==> config.mk <==
export PLATFORM = sky130hd
export DESIGN_NAME = metering_event_status_flags
export DESIGN_NICKNAME = d
export VERILOG_FILES = /design/src/core/meter_flags_pkg.sv /design/src/core/metering_event_status_flags.sv
export SDC_FILE = /design/constraint.sdc
export NUM_CORES = 1
export LEC_CHECK = 0
export BUFFER_PORTS_ARGS = -buffer_cell sky130_fd_sc_hd__buf_2
export CAP_MARGIN = 5
export CORE_UTILIZATION = 54
export DETAILED_ROUTE_END_ITERATION = 7
export GPL_TIMING_DRIVEN = 0
export HOLD_SLACK_MARGIN = 0.12
export PLACE_DENSITY = 0.88
export SLEW_MARGIN = 20
export SYNTH_ARGS = -nofsm -noshare
export SYNTH_HDL_FRONTEND = slang
export SYNTH_SLANG_ARGS = --single-unit
==> constraint.sdc <==
create_clock -name ref_clk -period 3.14 [get_ports ref_clk]
set_clock_uncertainty 0.15 [all_clocks]
set_input_delay 0.314 -clock ref_clk [delete_from_list [all_inputs] [get_ports ref_clk]]
set_output_delay 0.314 -clock ref_clk [all_outputs]
set_load 0.005 [all_outputs]
==> src/core/meter_flags_pkg.sv <==
// constants for the metering event status flag bank
package meter_flags_pkg;

    // ------------------------------------------------------------
    // register addresses
    // ------------------------------------------------------------
    localparam logic [15:0] ENERGY_STATUS_ADDR = 16'h0400;
    localparam logic [15:0] ZC_STATUS_ADDR     = 16'h0401;
    localparam logic [15:0] ACC_CONFIG_ADDR    = 16'h0410;
    localparam logic [15:0] IRQ_STATUS_ADDR    = 16'h0411;
    localparam logic [15:0] IRQ_MASK_ADDR      = 16'h0412;

    // ------------------------------------------------------------
    // field positions
    // ------------------------------------------------------------
    localparam int ENERGY_READY_BIT   = 0;
    localparam int POWER_SIGN_LSB     = 1;
    localparam int PULSE_FLIP_LSB     = 4;
    localparam int PULSE_ISSUED_LSB   = 6;
    localparam int ENERGY_FLAG_WIDTH  = 8;
    localparam int ZC_FLAG_LSB        = 16;
    localparam int ZC_FLAG_WIDTH      = 16;
    localparam int TIMEOUT_FLAG_WIDTH = 3;
    localparam int INTERVAL_WIDTH     = 13;
    localparam int TIMEBASE_BIT       = 16;
    localparam int IRQ_WIDTH          = 6;

    // irq status groups
    localparam int IRQ_ENERGY_READY = 0;
    localparam int IRQ_POWER_SIGN   = 1;
    localparam int IRQ_PULSE_FLIP   = 2;
    localparam int IRQ_PULSE_ISSUED = 3;
    localparam int IRQ_ZERO_CROSS   = 4;
    localparam int IRQ_TIMEOUT      = 5;

    // ------------------------------------------------------------
    // reset values
    // ------------------------------------------------------------
    localparam logic [7:0]  ENERGY_STATUS_RST = 8'h00;
    localparam logic [15:0] ZC_STATUS_RST     = 16'h0000;
    localparam logic [12:0] INTERVAL_RST      = 13'h0000;
    localparam logic        TIMEBASE_RST      = 1'b0;
    localparam logic [5:0]  IRQ_MASK_RST      = 6'h00;
    localparam logic [31:0] READ_ZERO         = 32'h0000_0000;

    // ------------------------------------------------------------
    // timing
    // ------------------------------------------------------------
    localparam int CLK_PERIOD_NS   = 4;
    localparam int MS_PERIOD_NS    = 1000000;
    localparam int MS_CYCLES       = MS_PERIOD_NS / CLK_PERIOD_NS;
    localparam int MS_COUNT_WIDTH  = 18;

endpackage

==> src/core/metering_event_status_flags.sv <==
// sticky metering event flags with host clear-by-one access
//
// Summary of operation
// RQ1 - A pulse one fall whose energy sign differs from the last sets bit 4.
// RQ2 - Pulse output two follows the same sign test and sets bit 5.
// RQ3 - A change of active power sign on phase A, B or C sets bit 1, 2 or 3.
// RQ4 - Power signs are compared only at an update, every setting plus one ticks.
// RQ5 - Each accumulator update sets the energy ready flag at bit 0.
// RQ6 - Zero crossings on auxiliary channels 5 to 0 set bits 31 to 26.
// RQ7 - Current zero crossings of phases C, B and A set bits 25, 24 and 23.
// RQ8 - A zero crossing of the combined voltage signal sets bit 22.
// RQ9 - Voltage zero crossings of phases C, B and A set bits 21, 20 and 19.
// RQ10 - A missing phase C voltage zero crossing sets bit 18.
// RQ11 - Missing phase B and A voltage zero crossings set bits 17 and 16.
// RQ12 - Each high to low transition of pulse output one sets bit 6.
// RQ13 - Flags reset to zero, clear on a written one (irq status on a read); a same-cycle set wins.
//
// Implementation choice: the plain strobed port.
`timescale 1ns/1ps
`default_nettype none

module metering_event_status_flags
    import meter_flags_pkg::*;
#(
    parameter int MS_TICK_CYCLES = MS_CYCLES
) (
    // clock and reset
    input  wire logic        ref_clk,
    input  wire logic        reset,
    // register port
    input  wire logic [15:0] reg_addr,
    input  wire logic [31:0] reg_wr_data,
    input  wire logic        reg_wr_en,
    input  wire logic        reg_rd_en,
    output logic      [31:0] reg_rd_data,
    // pulse outputs and the sign of the energy each pulse carries
    input  wire logic        pulse_output_one,
    input  wire logic        pulse_output_two,
    input  wire logic        pulse1_energy_negative,
    input  wire logic        pulse2_energy_negative,
    // accumulation timing and per-phase power sign, index 0 is phase A
    input  wire logic        half_line_tick,
    input  wire logic [2:0]  phase_power_negative,
    output logic             accumulation_update,
    // zero-crossing and timeout detector pulses, index 0 is phase A
    input  wire logic [5:0]  aux_zero_cross,
    input  wire logic [2:0]  current_zero_cross,
    input  wire logic        combined_zero_cross,
    input  wire logic [2:0]  voltage_zero_cross,
    input  wire logic [2:0]  voltage_cross_timeout,
    // interrupt
    output logic             irq
);

    // ------------------------------------------------------------
    // helpers
    // ------------------------------------------------------------
    // sticky update: hardware set beats software clear
    function automatic logic [15:0] sticky(
        input logic [15:0] cur,
        input logic [15:0] evt,
        input logic [15:0] clr
    );
        sticky = (cur & ~clr) | evt;
    endfunction

    function automatic logic hit(input logic [15:0] addr);
        hit = (reg_addr == addr);
    endfunction

    // ------------------------------------------------------------
    // declarations
    // ------------------------------------------------------------
    logic [7:0]                energy_status_ff;
    logic [15:0]               zc_status_ff;
    logic [1:0]                pulse_level_ff;
    logic [1:0]                pulse_sign_ff;
    logic [1:0]                pulse_seen_ff;
    logic [2:0]                phase_sign_ff;
    logic                      power_seen_ff;
    logic [MS_COUNT_WIDTH-1:0] ms_cnt_ff;
    logic [INTERVAL_WIDTH-1:0] interval_cnt_ff;
    logic [INTERVAL_WIDTH-1:0] interval_ff;
    logic                      timebase_ff;
    logic                      acc_update_ff;
    logic [IRQ_WIDTH-1:0]      irq_status_ff;
    logic [IRQ_WIDTH-1:0]      irq_mask_ff;
    logic [31:0]               rd_data_ff;
    logic                      irq_ff;

    logic [1:0]                pulse_now;
    logic [1:0]                pulse_sign_now;
    logic [1:0]                pulse_fall;
    logic [1:0]                pulse_flip;
    logic [2:0]                power_flip;
    logic                      ms_tick;
    logic                      interval_tick;
    logic                      nxt_update;
    logic [7:0]                energy_evt;
    logic [15:0]               zc_evt;
    logic [7:0]                energy_clr;
    logic [15:0]               zc_clr;
    logic [IRQ_WIDTH-1:0]      irq_evt;
    logic [IRQ_WIDTH-1:0]      irq_clr;

    // ------------------------------------------------------------
    // pulse output edges and polarity
    // ------------------------------------------------------------
    assign pulse_now      = {pulse_output_two, pulse_output_one};
    assign pulse_sign_now = {pulse2_energy_negative,
                             pulse1_energy_negative};
    assign pulse_fall     = pulse_level_ff & ~pulse_now;

    // the first pulse after reset has no predecessor, so it never flags
    assign pulse_flip = pulse_fall & pulse_seen_ff
                      & (pulse_sign_ff ^ pulse_sign_now); // see RQ1 RQ2

    // reset level is low, so a pin that idles high gives no false fall
    always_ff @(posedge ref_clk) begin
        if (reset) begin
            pulse_level_ff <= 2'b00;
        end else begin
            pulse_level_ff <= pulse_now;
        end
    end

    always_ff @(posedge ref_clk) begin
        if (reset) begin
            pulse_sign_ff <= 2'b00;
            pulse_seen_ff <= 2'b00;
        end else begin
            for (int i = 0; i < 2; i++) begin
                if (pulse_fall[i]) begin
                    pulse_sign_ff[i] <= pulse_sign_now[i]; // see RQ1 RQ2
                    pulse_seen_ff[i] <= 1'b1;
                end
            end
        end
    end

    // ------------------------------------------------------------
    // accumulation interval timer
    // ------------------------------------------------------------
    // the millisecond prescaler runs free so that a switch of time
    // base does not need a restart
    assign ms_tick = (ms_cnt_ff ==
                      MS_COUNT_WIDTH'(MS_TICK_CYCLES - 1));

    assign interval_tick = timebase_ff ? half_line_tick : ms_tick;

    // greater-or-equal so a setting lowered mid-interval ends it at the next tick
    assign nxt_update = interval_tick
                      && (interval_cnt_ff >= interval_ff); // see RQ4

    always_ff @(posedge ref_clk) begin
        if (reset) begin
            ms_cnt_ff <= '0;
        end else if (ms_tick) begin
            ms_cnt_ff <= '0;
        end else begin
            ms_cnt_ff <= ms_cnt_ff + 1'b1;
        end
    end

    always_ff @(posedge ref_clk) begin
        if (reset) begin
            interval_cnt_ff <= '0;
        end else if (nxt_update) begin
            interval_cnt_ff <= '0; // see RQ4
        end else if (interval_tick) begin
            interval_cnt_ff <= interval_cnt_ff + 1'b1;
        end
    end

    // registered so the update strobe leaves the block from a flop
    always_ff @(posedge ref_clk) begin
        if (reset) begin
            acc_update_ff <= 1'b0;
        end else begin
            acc_update_ff <= nxt_update;
        end
    end

    // ------------------------------------------------------------
    // per-phase power sign
    // ------------------------------------------------------------
    // signs are only looked at while the update pulse stands
    assign power_flip = {3{acc_update_ff & power_seen_ff}}
                      & (phase_sign_ff ^ phase_power_negative); // see RQ3 RQ4

    // first update after reset has no earlier sign and only stores
    always_ff @(posedge ref_clk) begin
        if (reset) begin
            phase_sign_ff <= 3'b000;
            power_seen_ff <= 1'b0;
        end else if (acc_update_ff) begin
            phase_sign_ff <= phase_power_negative; // see RQ4
            power_seen_ff <= 1'b1;
        end
    end

    // ------------------------------------------------------------
    // status words
    // ------------------------------------------------------------
    always_comb begin
        energy_evt = 8'h00;
        energy_evt[ENERGY_READY_BIT] = acc_update_ff; // see RQ5
        energy_evt[POWER_SIGN_LSB +: 3] = power_flip; // see RQ3
        energy_evt[PULSE_FLIP_LSB +: 2] = pulse_flip; // see RQ1 RQ2
        energy_evt[PULSE_ISSUED_LSB +: 2] = pulse_fall; // see RQ12
    end

    assign zc_evt = {aux_zero_cross,        // see RQ6
                     current_zero_cross,    // see RQ7
                     combined_zero_cross,   // see RQ8
                     voltage_zero_cross,    // see RQ9
                     voltage_cross_timeout}; // see RQ10 RQ11

    // a clear reaches only the word whose address is written
    assign energy_clr = (reg_wr_en && hit(ENERGY_STATUS_ADDR))
                      ? reg_wr_data[ENERGY_FLAG_WIDTH-1:0] : 8'h00;
    assign zc_clr     = (reg_wr_en && hit(ZC_STATUS_ADDR))
                      ? reg_wr_data[ZC_FLAG_LSB +: ZC_FLAG_WIDTH]
                      : 16'h0000;

    always_ff @(posedge ref_clk) begin
        if (reset) begin
            energy_status_ff <= ENERGY_STATUS_RST; // see RQ13
        end else begin
            energy_status_ff <= 8'(sticky({8'h00, energy_status_ff},
                                          {8'h00, energy_evt},
                                          {8'h00, energy_clr})); // see RQ13
        end
    end

    always_ff @(posedge ref_clk) begin
        if (reset) begin
            zc_status_ff <= ZC_STATUS_RST; // see RQ13
        end else begin
            zc_status_ff <= sticky(zc_status_ff, zc_evt, zc_clr); // see RQ13
        end
    end

    // ------------------------------------------------------------
    // configuration
    // ------------------------------------------------------------
    // interval and time base share one word; a new setting takes
    // hold at the next tick without restarting the prescaler
    always_ff @(posedge ref_clk) begin
        if (reset) begin
            interval_ff <= INTERVAL_RST;
            timebase_ff <= TIMEBASE_RST;
        end else if (reg_wr_en && hit(ACC_CONFIG_ADDR)) begin
            interval_ff <= reg_wr_data[INTERVAL_WIDTH-1:0];
            timebase_ff <= reg_wr_data[TIMEBASE_BIT];
        end
    end

    always_ff @(posedge ref_clk) begin
        if (reset) begin
            irq_mask_ff <= IRQ_MASK_RST;
        end else if (reg_wr_en && hit(IRQ_MASK_ADDR)) begin
            irq_mask_ff <= reg_wr_data[IRQ_WIDTH-1:0];
        end
    end

    // ------------------------------------------------------------
    // interrupt
    // ------------------------------------------------------------
    // grouped so one status read names the kind of event; the
    // status words still hold the exact cause
    always_comb begin
        irq_evt = '0;
        irq_evt[IRQ_ENERGY_READY] = acc_update_ff;
        irq_evt[IRQ_POWER_SIGN]   = |power_flip;
        irq_evt[IRQ_PULSE_FLIP]   = |pulse_flip;
        irq_evt[IRQ_PULSE_ISSUED] = |pulse_fall;
        irq_evt[IRQ_ZERO_CROSS]   =
            |zc_evt[ZC_FLAG_WIDTH-1:TIMEOUT_FLAG_WIDTH];
        irq_evt[IRQ_TIMEOUT]      = |zc_evt[TIMEOUT_FLAG_WIDTH-1:0];
    end

    // a read hands the whole word over, so the read clears all of it
    assign irq_clr = (reg_rd_en && hit(IRQ_STATUS_ADDR))
                   ? '1 : '0;

    always_ff @(posedge ref_clk) begin
        if (reset) begin
            irq_status_ff <= '0;
        end else begin
            irq_status_ff <= IRQ_WIDTH'(sticky(16'(irq_status_ff),
                                               16'(irq_evt),
                                               16'(irq_clr)));
        end
    end

    // one cycle behind the status bit, traded for a clean flop output
    always_ff @(posedge ref_clk) begin
        if (reset) begin
            irq_ff <= 1'b0;
        end else begin
            irq_ff <= |(irq_status_ff & irq_mask_ff);
        end
    end

    // ------------------------------------------------------------
    // read port
    // ------------------------------------------------------------
    // idle and unmapped reads give zero, so stale data never lingers
    always_ff @(posedge ref_clk) begin
        if (reset) begin
            rd_data_ff <= READ_ZERO;
        end else if (reg_rd_en) begin
            rd_data_ff <= READ_ZERO;
            unique case (reg_addr)
                ENERGY_STATUS_ADDR:
                    rd_data_ff[ENERGY_FLAG_WIDTH-1:0] <= energy_status_ff;
                ZC_STATUS_ADDR:
                    rd_data_ff[ZC_FLAG_LSB +: ZC_FLAG_WIDTH] <= zc_status_ff;
                ACC_CONFIG_ADDR: begin
                    rd_data_ff[INTERVAL_WIDTH-1:0] <= interval_ff;
                    rd_data_ff[TIMEBASE_BIT]       <= timebase_ff;
                end
                IRQ_STATUS_ADDR:
                    rd_data_ff[IRQ_WIDTH-1:0] <= irq_status_ff;
                IRQ_MASK_ADDR:
                    rd_data_ff[IRQ_WIDTH-1:0] <= irq_mask_ff;
                default:
                    rd_data_ff <= READ_ZERO;
            endcase
        end else begin
            rd_data_ff <= READ_ZERO;
        end
    end

    // ------------------------------------------------------------
    // outputs
    // ------------------------------------------------------------
    assign reg_rd_data         = rd_data_ff;
    assign accumulation_update = acc_update_ff;
    assign irq                 = irq_ff;

endmodule // metering_event_status_flags

`default_nettype wire

Yosys cells after proc, flatten, opt, wreduce, memory -nomap -nowiden
Cells that the tools add are included.

storage, ports and cells
  flip-flop bits (word level) = 125
  output and inout bits = 34

cells by class
  reductions and logical operators = 17
  bitwise operators = 21
  equal/unequal tests = 6
  $lt $le $gt $ge = 1
  multiplexer cells = 7
  $add $sub $neg = 2

operators by type and width
  cell                     number
  $eq A16 B11 Y1 const B   5
  $pmux W6 S4              1
  $add A18 B1 Y18 const B  1
  $eq A18 B18 Y1 const B   1
  $and A16 B16 Y16         1
  $mux W16                 1
  $not A16 Y16             1
  $or A16 B16 Y16          1
  $add A13 B1 Y13 const B  1
  $ge A13 B13 Y1           1
  $reduce_or A13 Y1        1
  $and A6 B6 Y6            2
  $reduce_or A3 Y1         4
  $reduce_or A2 Y1         5
  $and A8 B8 Y8            1
  $mux W8                  1
  $not A8 Y8               1
  $or A8 B8 Y8             1
  $and A2 B2 Y2            3
  $logic_and A1 B1 Y1      6
  $mux W6                  1
  $not A6 Y6               1
  $or A6 B6 Y6             1
  $reduce_or A6 Y1         1
  other kinds (9)          11

Longest topological paths before layout
Gate-level depths: netlist (run 1).

  word-level depth = 6
  depth in mapped cells = 8

Least setup slack after synthesis (run 1)
No wires, ideal clock.

  kind = register -> register
  from = register ms_cnt_ff[0]
  to = register interval_cnt_ff[8]
  setup slack = 0.882 ns
  arrival = 2.021 ns
  clock period less this slack = 2.258 ns
  path buffers = 1
  cell stages (with the launch flop) = 8
  required time = 2.904 ns
  path through = dfxtp_1 > ha_1 > and3_1 > nand4_1 > o31a_1 > buf_2 > or4b_1 > a221oi_2

on the way
  longest elaborated chain between the ends = 4

RTL lines
  element                            RTL line                            source
  start: declaration                 metering_event_status_flags.sv:81   logic [MS_COUNT_WIDTH-1:0] ms_cnt_ff;
  start signal: assignment           metering_event_status_flags.sv:161  ms_cnt_ff <= ms_cnt_ff + 1'b1;
  $eq A18 B18 Y1 (*)                 metering_event_status_flags.sv:146  assign ms_tick = (ms_cnt_ff ==
  $mux W1 (*)                        metering_event_status_flags.sv:149  assign interval_tick = timebase_ff ? half_line_tick : ms_tick;
  $logic_and A1 B1 Y1                metering_event_status_flags.sv:153  && (interval_cnt_ff >= interval_ff);
  $reduce_or A2 Y1 (no source line)  --
  end signal: assignment             metering_event_status_flags.sv:171  interval_cnt_ff <= interval_cnt_ff + 1'b1;
  end: declaration                   metering_event_status_flags.sv:82   logic [INTERVAL_WIDTH-1:0] interval_cnt_ff;

Mark *: on every way between the ends. The rest lies on a longest branch, timed or not.
A chain may end at the register's enable or synchronous reset.

Worst setup path in the final report (run 1)
  from = input reg_addr[0]
  to = register zc_status_ff[12]

on the way
  longest elaborated chain between the ends = 6

RTL lines
  element                 RTL line                            source
  start: declaration      metering_event_status_flags.sv:31   input wire logic [15:0] reg_addr,
  $eq A16 B11 Y1          metering_event_status_flags.sv:68   hit = (reg_addr == addr);
  $logic_and A1 B1 Y1     metering_event_status_flags.sv:222  assign zc_clr = (reg_wr_en && hit(ZC_STATUS_ADDR))
  $mux W16                metering_event_status_flags.sv:223  ? reg_wr_data[ZC_FLAG_LSB +: ZC_FLAG_WIDTH]
  $not A16 Y16            metering_event_status_flags.sv:64   sticky = (cur & ~clr) | evt;
  $and A16 B16 Y16        metering_event_status_flags.sv:64
  $or A16 B16 Y16         metering_event_status_flags.sv:64
  end signal: assignment  metering_event_status_flags.sv:240  zc_status_ff <= sticky(zc_status_ff, zc_evt, zc_clr);
  end: declaration        metering_event_status_flags.sv:75   logic [15:0] zc_status_ff;

No other way between the ends.

==> results.json, run 1 <==
{
  "outcome": "complete, but fails checks",
  "violations": "negative setup slack",
  "yosys-top-cells-area": "dfxtp_1, mux2i_1, nor2_1",
  "power_frac_seq_pct": 41.6,
  "p_int_w": 0.00291,
  "grt_start_max_net_pins": 17,
  "detail-route-antenna-nets": 0,
  "num_io_pins": 110,
  "clockRootBuffer": "clkbuf_8",
  "min_period_over_period_pct": 101,
  "endpoint_kind": "flop",
  "initial_core_util_pct": 55.6,
  "drt-pass1-iter-count": 6,
  "multi_input_area_um2": 2490,
  "p_comb_share_pct": 6.0,
  "clkLatencyLatePin_ps": 530,
  "cts_max_path_buffers": 2,
  "overflow": 0,
  "synthTopCellsByCount": "dfxtp_1, nor2_1, mux2i_1, inv_1, nand2_1",
  "yosys_warnings": 0,
  "irDropWorstVdd_mv": 0.545,
  "wl_per_cell_um": 21.0,
  "crit_family": "buffers and inverters",
  "synthMuxAreaShare_pct": 5.50,
  "yosys.area.top_type_share_pct": 47.7,
  "ys.flop_type": "dfxtp_1",
  "path_max_fanout": 10,
  "slew_headroom_pct": 27.5,
  "drive_above_1_share_pct": 20.4,
  "synth_cells": 536,
  "wl_met2_mm": 8.46,
  "layout_setup_ws_ps": -31.4,
  "regArea_um2": 2440,
  "grt_pass1_vias": 5312,
  "synth-seq-cells": 122,
  "pre_cts_ws_ps": 239,
  "holdWs_ps": 159,
  "path_cells": "dlygate4sd3_1 -> buf_2 -> nor2b_1 -> nor4b_4 -> clkbuf_1 -> a21boi_0 -> o21a_1 -> dlygate4sd3_1",
  "async_reset_ff_share_pct": 0,
  "die_h_um": 99.3,
  "synth_fa_ha_area_share_pct": 3.67,
  "crit_top_cell": "dlygate4sd3_1",
  "final_util_pct": 75.6,
  "synth_edf_count": 0,
  "core.rowCount": 35,
  "setup_viol_count_final": 1,
  "dieArea_um2": 9870,
  "cts_tree": "done",
  "critPathMaxStageDelay_ps": 570,
  "routed_via_density": 6.24,
  "worst_slew_pin_slew_ps": 1070,
  "vias": 5259,
  "ys_types": 50,
  "reg2reg_slack_ps": 100,
  "drt-met1-wl_mm": 5.98,
  "drc": 0,
  "hold_path.class": "primary input to flop",
  "nNetsFinal": 807,
  "power_density_nw_per_um2": 551,
  "hpwl_mm": 9.39,
  "clock_sinks": 122,
  "synth_area_um2": 5110,
  "sw_frac_of_total_pct": 24.1,
  "dieWidth_um": 99.3,
  "slowest_stage": "dlygate4sd3_1",
  "syn_area_per_cell_um2": 9.54,
  "htreeDepth": 4,
  "leakagePower_nw": 2.83,
  "drt-total-wl_mm": 17.7,
  "max_cap_viol_count": 0,
  "fmax_mhz": 315,
  "synth-simple-area-share_pct": 20.7,
  "core_area_um2": 9200,
  "placed_cell_area_um2": 5760,
  "power.clock.fraction_pct": 52.4,
  "drtIter0Drc": 632,
  "synth_most_common_cell": "dfxtp_1",
  "met3_length_mm": 1.71,
  "min_period_ps": 3170,
  "antenna_found_initial": 2,
  "clk_pin_slew_ps": 60,
  "synth_compound_area_share_pct": 14.6,
  "worst_ep_arrival_time_ps": 3430,
  "grt.total_usage_pct": 35.7,
  "synth_top_area_cell": "dfxtp_1",
  "critPathBufInv": 4,
  "critPathKind": "primary input to flop",
  "dr.max_layer_used": "met4",
  "finalHoldViolations": 0,
  "yosysSeqAreaShare_pct": 47.7,
  "slew_viol_final": 0,
  "fill_cells": 528,
  "final_cell_area_um2": 6950,
  "start_kind": "primary input",
  "synth_top_family_by_area": "simple AND/OR/NAND/NOR gates",
  "p_total_w": 0.00383,
  "cts_buffers": 17,
  "grt_pass1_wl_mm": 26.6,
  "numPortBuffers": 99,
  "power_switching_w": 0.000925,
  "required_ps": 3400,
  "syn_to_final_growth_pct": 36.0,
  "gp_congestion": 0.917,
  "synthXorXnorAreaFrac_pct": 3.77
}
-- routing by layer --
| layer | vias to the layer above | track usage, % |
|---|---|---|
| li1 | 2288 | - |
| met1 | 2367 | 35.8 |
| met2 | 430 | 61.2 |
| met3 | 174 | 11.0 |
| met4 | 0 | 29.0 |
| met5 | - | 0 |
-- metrics by stage --
stage	setup TNS (ps)	cells
after floorplan	0	538
after global placement	0	748
after detailed placement	0	748
after CTS	0	836
after global routing	-127	841
final	-31.4	843
-- timing repair --
| item | CTS | global route |
|---|---|---|
| endpoints found under the setup margin | 0 | 10 |
| hold endpoints to repair | 58 | 0 |
| buffers inserted | 0 | 4 |
| hold buffers | 56 | 0 |
| resized for setup | 0 | 1 |
-- worst min-delay path: stages --
cell	delay, ps
buf_2	90
nand2_1	70
o31ai_1	180
a221oi_1	120
-- state kept, by name, summed over array words and instances (netlist names) --
name                 flops
pulse_seen_ff            2
interval_cnt_ff         13
reg_rd_data             29
ms_cnt_ff               18
timebase_ff              1
irq_status_ff            6
irq_mask_ff              6
accumulation_update      1
pulse_sign_ff            2
energy_status_ff         8
irq                      1
power_seen_ff            1
pulse_level_ff           2
zc_status_ff            16
phase_sign_ff            3
interval_ff             13
-- worst paths after layout --
check	cells after the start	start	endpoint
max	8	reg_addr[0]	zc_status_ff[12]
min	4	half_line_tick	interval_cnt_ff[12]
max reg2reg	8	interval_cnt_ff[0]	interval_cnt_ff[5]
min reg2reg	1	ms_cnt_ff[0]	ms_cnt_ff[0]
-- power groups by stage --
stage          Combinational (W)  Sequential [W]  Clock (W)
2_1_floorplan          0.0000744         0.00162          0
3_3_place_gp            0.000142         0.00162          0
3_5_place_dp            0.000148         0.00162          0
4_1_cts                 0.000209         0.00159    0.00195
5_1_grt                 0.000249         0.00160    0.00206
6_report                0.000232         0.00159    0.00201
-- cells in the final DEF, fill, tap and decap left out, types with 4 or more instances in the layout --
cell type      synthesis  routed
nor2_1                64      64
or4_1                  5       5
clkbuf_16              0      16
nand4_1               16      16
nand2_1               22      22
a221oi_1              11      11
xnor2_1                9       9
o21ai_0               14      14
o21a_1                19      19
dlygate4sd3_1          0      56
and2_1                16      16
and3_1                10      10
nor3_1                11      11
buf_2                  2     101
buf_4                  4       8
o31ai_1                7       7
a31oi_1                5       5
a21boi_0              16      16
a22o_1                 4       4
a222oi_1               6       6
dfxtp_1              122     122
xor2_1                13      13
inv_1                 22      22
or3_1                  5       5
nand3_1               17      17
mux2i_1               27      27
a21oi_1                8       8
nand2b_1               6       6
nor2b_1                7       7
clkbuf_1              20      21
ha_1                  15      15
nor4_1                 4       4
clkinv_4               0       4
-- cell families (layout without fill, tap and decap cells) --
kind of cell / count (synthesis) / count (layout)
flip-flops: 122 / 122
AND/OR/NAND/NOR: 197 / 197
multiplexers: 28 / 28
other: 1 / 6
AO/OA/AOI/OAI: 102 / 102
adder cells (fa/ha/maj): 15 / 15
XOR/XNOR: 22 / 22
buffers and inverters: 49 / 240
-- area by class of cell --
class	count	area share (%)
Clock buffer	18	6.01
Tap cell	111	2.00
Clock inverter	14	2.48
Multi-Input combinational cell	367	35.8
Buffer	27	1.71
Sequential cell	122	35.1
Timing Repair Buffer	159	15.6
Antenna cell	3	0.108
Inverter	22	1.19
(Power assumes the default switching activity.)
==> run 2: changes to the inputs <==
--- a/config.mk
+++ b/config.mk
@@ -7,11 +7,13 @@
 export LEC_CHECK = 0
 export BUFFER_PORTS_ARGS = -buffer_cell sky130_fd_sc_hd__buf_2
 export CAP_MARGIN = 5
-export CORE_UTILIZATION = 54
+export CELL_PAD_IN_SITES_DETAIL_PLACEMENT = 1
+export CELL_PAD_IN_SITES_GLOBAL_PLACEMENT = 1
+export CORE_UTILIZATION = 41
 export DETAILED_ROUTE_END_ITERATION = 7
 export GPL_TIMING_DRIVEN = 0
 export HOLD_SLACK_MARGIN = 0.12
-export PLACE_DENSITY = 0.88
+export PLACE_DENSITY_LB_ADDON = 0.15
 export SLEW_MARGIN = 20
 export SYNTH_ARGS = -nofsm -noshare
 export SYNTH_HDL_FRONTEND = slang
==> results.json, run 2 (synthesis results as in run 1) <==
{
  "nNetsFinal": 800,
  "vias": 4673,
  "power_frac_seq_pct": 43.0,
  "min_period_over_period_pct": 92.3,
  "final_util_pct": 57.5,
  "start_kind": "primary input",
  "drtIter0Drc": 230,
  "critPathMaxStageDelay_ps": 880,
  "critPathKind": "primary input to flop",
  "clockRootBuffer": "clkbuf_16",
  "rsz0062_at_grt": "false",
  "p_int_w": 0.00289,
  "diodes": 0,
  "htreeDepth": 4,
  "antenna_found_initial": 0,
  "power_density_nw_per_um2": 534,
  "core_area_um2": 12100,
  "routed_via_density": 5.26,
  "hold_path.class": "primary input to flop",
  "slew_viol_final": 0,
  "endpoint_kind": "flop",
  "worst_slew_pin_slew_ps": 899,
  "leakagePower_nw": 2.78,
  "drive_above_1_share_pct": 20.0,
  "layout_setup_ws_ps": 242,
  "path_cells": "buf_2 -> nor4b_1 -> nand4_1 -> nor4b_2 -> a21boi_0 -> o21a_1 -> dlygate4sd3_1",
  "regArea_um2": 2440,
  "outcome": "complete, no violations",
  "numPortBuffers": 99,
  "multi_input_area_um2": 2480,
  "p_total_w": 0.00370,
  "slowest_stage": "nor4b_2",
  "die_h_um": 114,
  "setup_viol_count_final": 0,
  "power.clock.fraction_pct": 51.3,
  "final_cell_mix": "dfxtp_1, buf_2, nor2_1",
  "drt-pass1-iter-count": 4,
  "cts_max_path_buffers": 2,
  "max_cap_viol_count": 0,
  "required_ps": 3290,
  "dieArea_um2": 12900,
  "dieWidth_um": 114,
  "cts_tree": "done",
  "clkLatencyLatePin_ps": 420,
  "min_period_ps": 2900,
  "pre_cts_ws_ps": -5.49,
  "wl_per_cell_um": 17.6,
  "fill_cells": 1395,
  "fmax_mhz": 345,
  "detail-route-antenna-nets": 0,
  "irDropWorstVdd_mv": 0.323,
  "worst_ep_arrival_time_ps": 3040,
  "drc": 0,
  "clock_sinks": 122,
  "grt.total_usage_pct": 25.8,
  "grt_pass1_wl_mm": 25.0,
  "initial_core_util_pct": 42.4,
  "syn_to_final_growth_pct": 35.6,
  "drt-total-wl_mm": 15.7,
  "num_io_pins": 110,
  "path_max_fanout": 7,
  "finalHoldViolations": 0,
  "grt_pass1_vias": 4896,
  "p_comb_share_pct": 5.7,
  "power_switching_w": 0.000814,
  "sw_frac_of_total_pct": 22.0,
  "final_common_cell": "dfxtp_1",
  "largest_reg_flops": 29,
  "clk_pin_slew_ps": 60,
  "overflow": 0,
  "grt_start_max_net_pins": 17,
  "core.rowCount": 40,
  "slew_headroom_pct": 39.9,
  "hpwl_mm": 10.7,
  "cts_buffers": 17,
  "gp_congestion": 0.847
}
[run 2: per-layer routing]
metal	up-vias	wire length [um]	track usage, %
li1	2266	-	-
met1	2283	6700	30.0
met2	100	8030	45.5
met3	24	628	5.90
met4	0	325	11.1
met5	-	0	0
[run 2: cell type report]
class                      instances  area share (%)
buffer                            27            1.71
clock buffer                      20            6.58
clock inverter                    11            1.77
inverter                          22            1.19
multi-input combinational        367            35.7
sequential                       122            35.2
tap                              168            3.03
timing repair buffer             152            14.8
[run 2: final timing paths]
| kind | from | end | slack (ps) | depth (start not counted) |
|---|---|---|---|---|
| max | reg_addr[13] | zc_status_ff[4] | 240 | 7 |
| min reg2reg | zc_status_ff[10] | reg_rd_data[26] | 300 | 1 |
| min | reg_wr_data[28] | zc_status_ff[12] | 150 | 3 |
| max reg2reg | interval_cnt_ff[0] | interval_cnt_ff[9] | 280 | 8 |
[run 2: what timing repair did]
action | 4_1_cts | 5_1_grt
resized for setup | 0 | 0
buffers inserted | 0 | 0
hold buffers | 53 | 0
hold endpoints to repair | 56 | 0
[run 2: through the flow]
stage / hold slack, ps / area (um2) / TNS (ps) / cells
CTS: 129 / 6940 / 0 / 889
detailed placement: 288 / 5830 / -6.57 / 805
global placement: 278 / 5830 / 0 / 805
floorplan: 243 / 5120 / 0 / 538
global route: 185 / 6940 / 0 / 889
finish: 154 / 6940 / 0 / 889
[run 2: critical path, delay by kind of cell]
kind	cells	cell delay, ps
simple gates	3	1620
buf+inv	2	640
compound gates	2	470
[run 2: power by group through the flow]
stage / Clock [W] / Combinational, W / Sequential, W
detailed placement: 0 / 0.000152 / 0.00162
global placement: 0 / 0.000146 / 0.00162
finish: 0.00190 / 0.000212 / 0.00159
floorplan: 0 / 0.0000744 / 0.00162
CTS: 0.00193 / 0.000207 / 0.00159
global route: 0.00200 / 0.000232 / 0.00159
==> run 3: changes to the inputs <==
--- a/config.mk
+++ b/config.mk
@@ -5,11 +5,12 @@
 export SDC_FILE = /design/constraint.sdc
 export NUM_CORES = 1
 export LEC_CHECK = 0
+export ABC_AREA = 1
 export BUFFER_PORTS_ARGS = -buffer_cell sky130_fd_sc_hd__buf_2
 export CAP_MARGIN = 5
 export CELL_PAD_IN_SITES_DETAIL_PLACEMENT = 1
 export CELL_PAD_IN_SITES_GLOBAL_PLACEMENT = 1
-export CORE_UTILIZATION = 41
+export CORE_UTILIZATION = 39
 export DETAILED_ROUTE_END_ITERATION = 7
 export GPL_TIMING_DRIVEN = 0
 export HOLD_SLACK_MARGIN = 0.12
==> constraint.sdc (replaced) <==
create_clock -name ref_clk -period 2.7 [get_ports ref_clk]
set_clock_uncertainty 0.15 [all_clocks]
set_input_delay 0.27 -clock ref_clk [delete_from_list [all_inputs] [get_ports ref_clk]]
set_output_delay 0.27 -clock ref_clk [all_outputs]
set_load 0.01 [all_outputs]
==> results.json, run 3 <==
{
  "initial_core_util_pct": 40.3,
  "irDropWorstVdd_mv": 0.415,
  "tns_ps": 0,
  "die_h_um": 122,
  "placed_cells": 1076,
  "nNetsFinal": 1059,
  "clkLatencyLatePin_ps": 420,
  "cts_max_path_buffers": 2,
  "yosysSeqAreaShare_pct": 43.3,
  "hold_path.class": "primary input to flop",
  "power_frac_seq_pct": 43.1,
  "num_io_pins": 110,
  "holdWs_ps": 227,
  "critPathMaxStageDelay_ps": 590,
  "placed_cell_area_um2": 6380,
  "diodes": 0,
  "overflow": 0,
  "yosys_warnings": 0,
  "power_density_nw_per_um2": 574,
  "final_cell_mix": "nand2_1, dfxtp_1, inv_1",
  "synth_edf_count": 0,
  "clk_pin_slew_ps": 60,
  "sw_frac_of_total_pct": 23.3,
  "power_switching_w": 0.000999,
  "max_cap_viol_count": 0,
  "antenna_found_initial": 0,
  "drt-pass1-iter-count": 5,
  "worst_slew_pin_slew_ps": 665,
  "synth_most_common_cell": "nand2_1",
  "endpoint_kind": "flop",
  "synth_cells": 792,
  "drive_above_1_share_pct": 19.8,
  "numPortBuffers": 102,
  "slowest_stage": "dlygate4sd3_1",
  "cts-resized-gates": 0,
  "grt_pass1_wl_mm": 29.5,
  "cts_buffers": 17,
  "crit_top_cell": "buf_2",
  "final_util_pct": 53.4,
  "synthTopCellsByCount": "nand2_1, dfxtp_1, inv_1, nor2_1, a21oi_1",
  "path_max_fanout": 10,
  "drtIter0Drc": 300,
  "routed_via_density": 4.91,
  "fill_cells": 1806,
  "finalHoldViolations": 0,
  "vias": 5706,
  "min_period_ps": 2140,
  "outcome": "complete, no violations",
  "clock_sinks": 122,
  "synth-seq-cells": 122,
  "async_reset_ff_share_pct": 0,
  "rsz0062_at_grt": "false",
  "fmax_mhz": 468,
  "htreeDepth": 4,
  "slew_viol_final": 0,
  "wl_per_cell_um": 15.9,
  "grt.total_usage_pct": 26.0,
  "drt-total-wl_mm": 18.4,
  "min_period_over_period_pct": 79.2,
  "worst_ep_arrival_time_ps": 2290,
  "grt_pass1_vias": 6133,
  "syn_to_final_growth_pct": 32.7,
  "hpwl_mm": 12.8,
  "power.clock.fraction_pct": 50.7,
  "cts_tree": "done",
  "final_cell_area_um2": 7480,
  "synth_top_area_cell": "dfxtp_1",
  "dieArea_um2": 14900,
  "hold_depth": 4,
  "ys_types": 39,
  "yosys.area.top_type_share_pct": 43.3,
  "core.rowCount": 43,
  "synth_area_um2": 5640,
  "yosys-top-cells-area": "dfxtp_1, nand2_1, inv_1",
  "reg2regPathDepth": 9,
  "drc": 0,
  "grt_start_max_net_pins": 17,
  "dieWidth_um": 122,
  "leakagePower_nw": 3.47,
  "critPathKind": "primary input to flop",
  "start_kind": "primary input",
  "required_ps": 2850,
  "finalNonFillerCells": 1161,
  "ys.flop_type": "dfxtp_1",
  "p_comb_share_pct": 6.2,
  "clockRootBuffer": "clkbuf_16",
  "p_int_w": 0.00329,
  "detail-route-antenna-nets": 0,
  "syn_area_per_cell_um2": 7.12,
  "slew_headroom_pct": 55.7,
  "path_cells": "buf_2 -> nor2_1 -> nand2_2 -> nor2_8 -> nand4_2 -> buf_2 -> o21ai_0 -> a21oi_1 -> dlygate4sd3_1",
  "setup_viol_count_final": 0,
  "gp_congestion": 0.895,
  "largest_reg_flops": 29,
  "core_area_um2": 14000,
  "final_common_cell": "nand2_1"
}
## run 3: power by group through the flow
stage	sequential, W	clock [W]	combinational [W]
after floorplan	0.00188	0	0.0000930
after global placement	0.00189	0	0.000181
after detailed placement	0.00189	0	0.000190
after CTS	0.00185	0.00221	0.000256
after global routing	0.00185	0.00229	0.000292
final	0.00185	0.00217	0.000265
## run 3: path summary, 6_finish.rpt
check | startpoint | to | slack, ps
worst min-delay path | reg_wr_en | irq_mask_ff[5] | 230
worst max-delay path | reg_addr[13] | zc_status_ff[14] | 560
worst max register to register | ms_cnt_ff[0] | ms_cnt_ff[0] | 580
worst min register to register | zc_status_ff[12] | reg_rd_data[28] | 280
## run 3: per-stage QoR
step           setup slack [ps]  power, W
2_1_floorplan              1050   0.00197
3_3_place_gp                693   0.00207
3_5_place_dp                576   0.00208
4_1_cts                     561   0.00431
5_1_grt                     371   0.00444
6_report                    563   0.00429
## run 3: layer usage
metal	track usage, %	up-vias	share of wire [%]
li1	-	2835	-
met3	5.20	31	3.6
met1	29.8	2717	43
met5	0	-	0
met4	10.2	0	2.3
met2	46.8	123	51
## run 3: kinds of logic (layout without fill, tap and decap cells)
kind of cell	after synthesis	in the layout	synth area share, %
other cells	1	3	0.0665
compound gates	106	106	10.3
fa+ha+maj	15	15	3.33
flops	122	122	43.3
simple gates	396	396	31.5
buf+inv	145	332	10.3
xor+xnor	7	7	1.09
## run 3: repair_timing
| item | CTS | global route |
|---|---|---|
| hold endpoints to repair | 56 | 0 |
| setup buffers | 0 | 0 |
| hold buffers | 53 | 0 |
## run 3: area by class of cell
| type | instances | area, um2 | share of cell area [%] |
|---|---|---|---|
| Sequential cell | 122 | 2440 | 32.7 |
| Inverter | 126 | 473 | 6.33 |
| Clock buffer | 21 | 470 | 6.29 |
| Multi-Input combinational cell | 527 | 2620 | 35.0 |
| Timing Repair Buffer | 155 | 1040 | 13.9 |
| Buffer | 19 | 110 | 1.47 |
| Clock inverter | 11 | 96.3 | 1.29 |
| Tap cell | 180 | 225 | 3.01 |
## run 3: worst max-delay path, delay by kind of cell
kind                   cells  cell delay (ps)
AOI/OAI and AO/OA          2              360
buffers and inverters      3              950
and+or+nand+nor            4              710
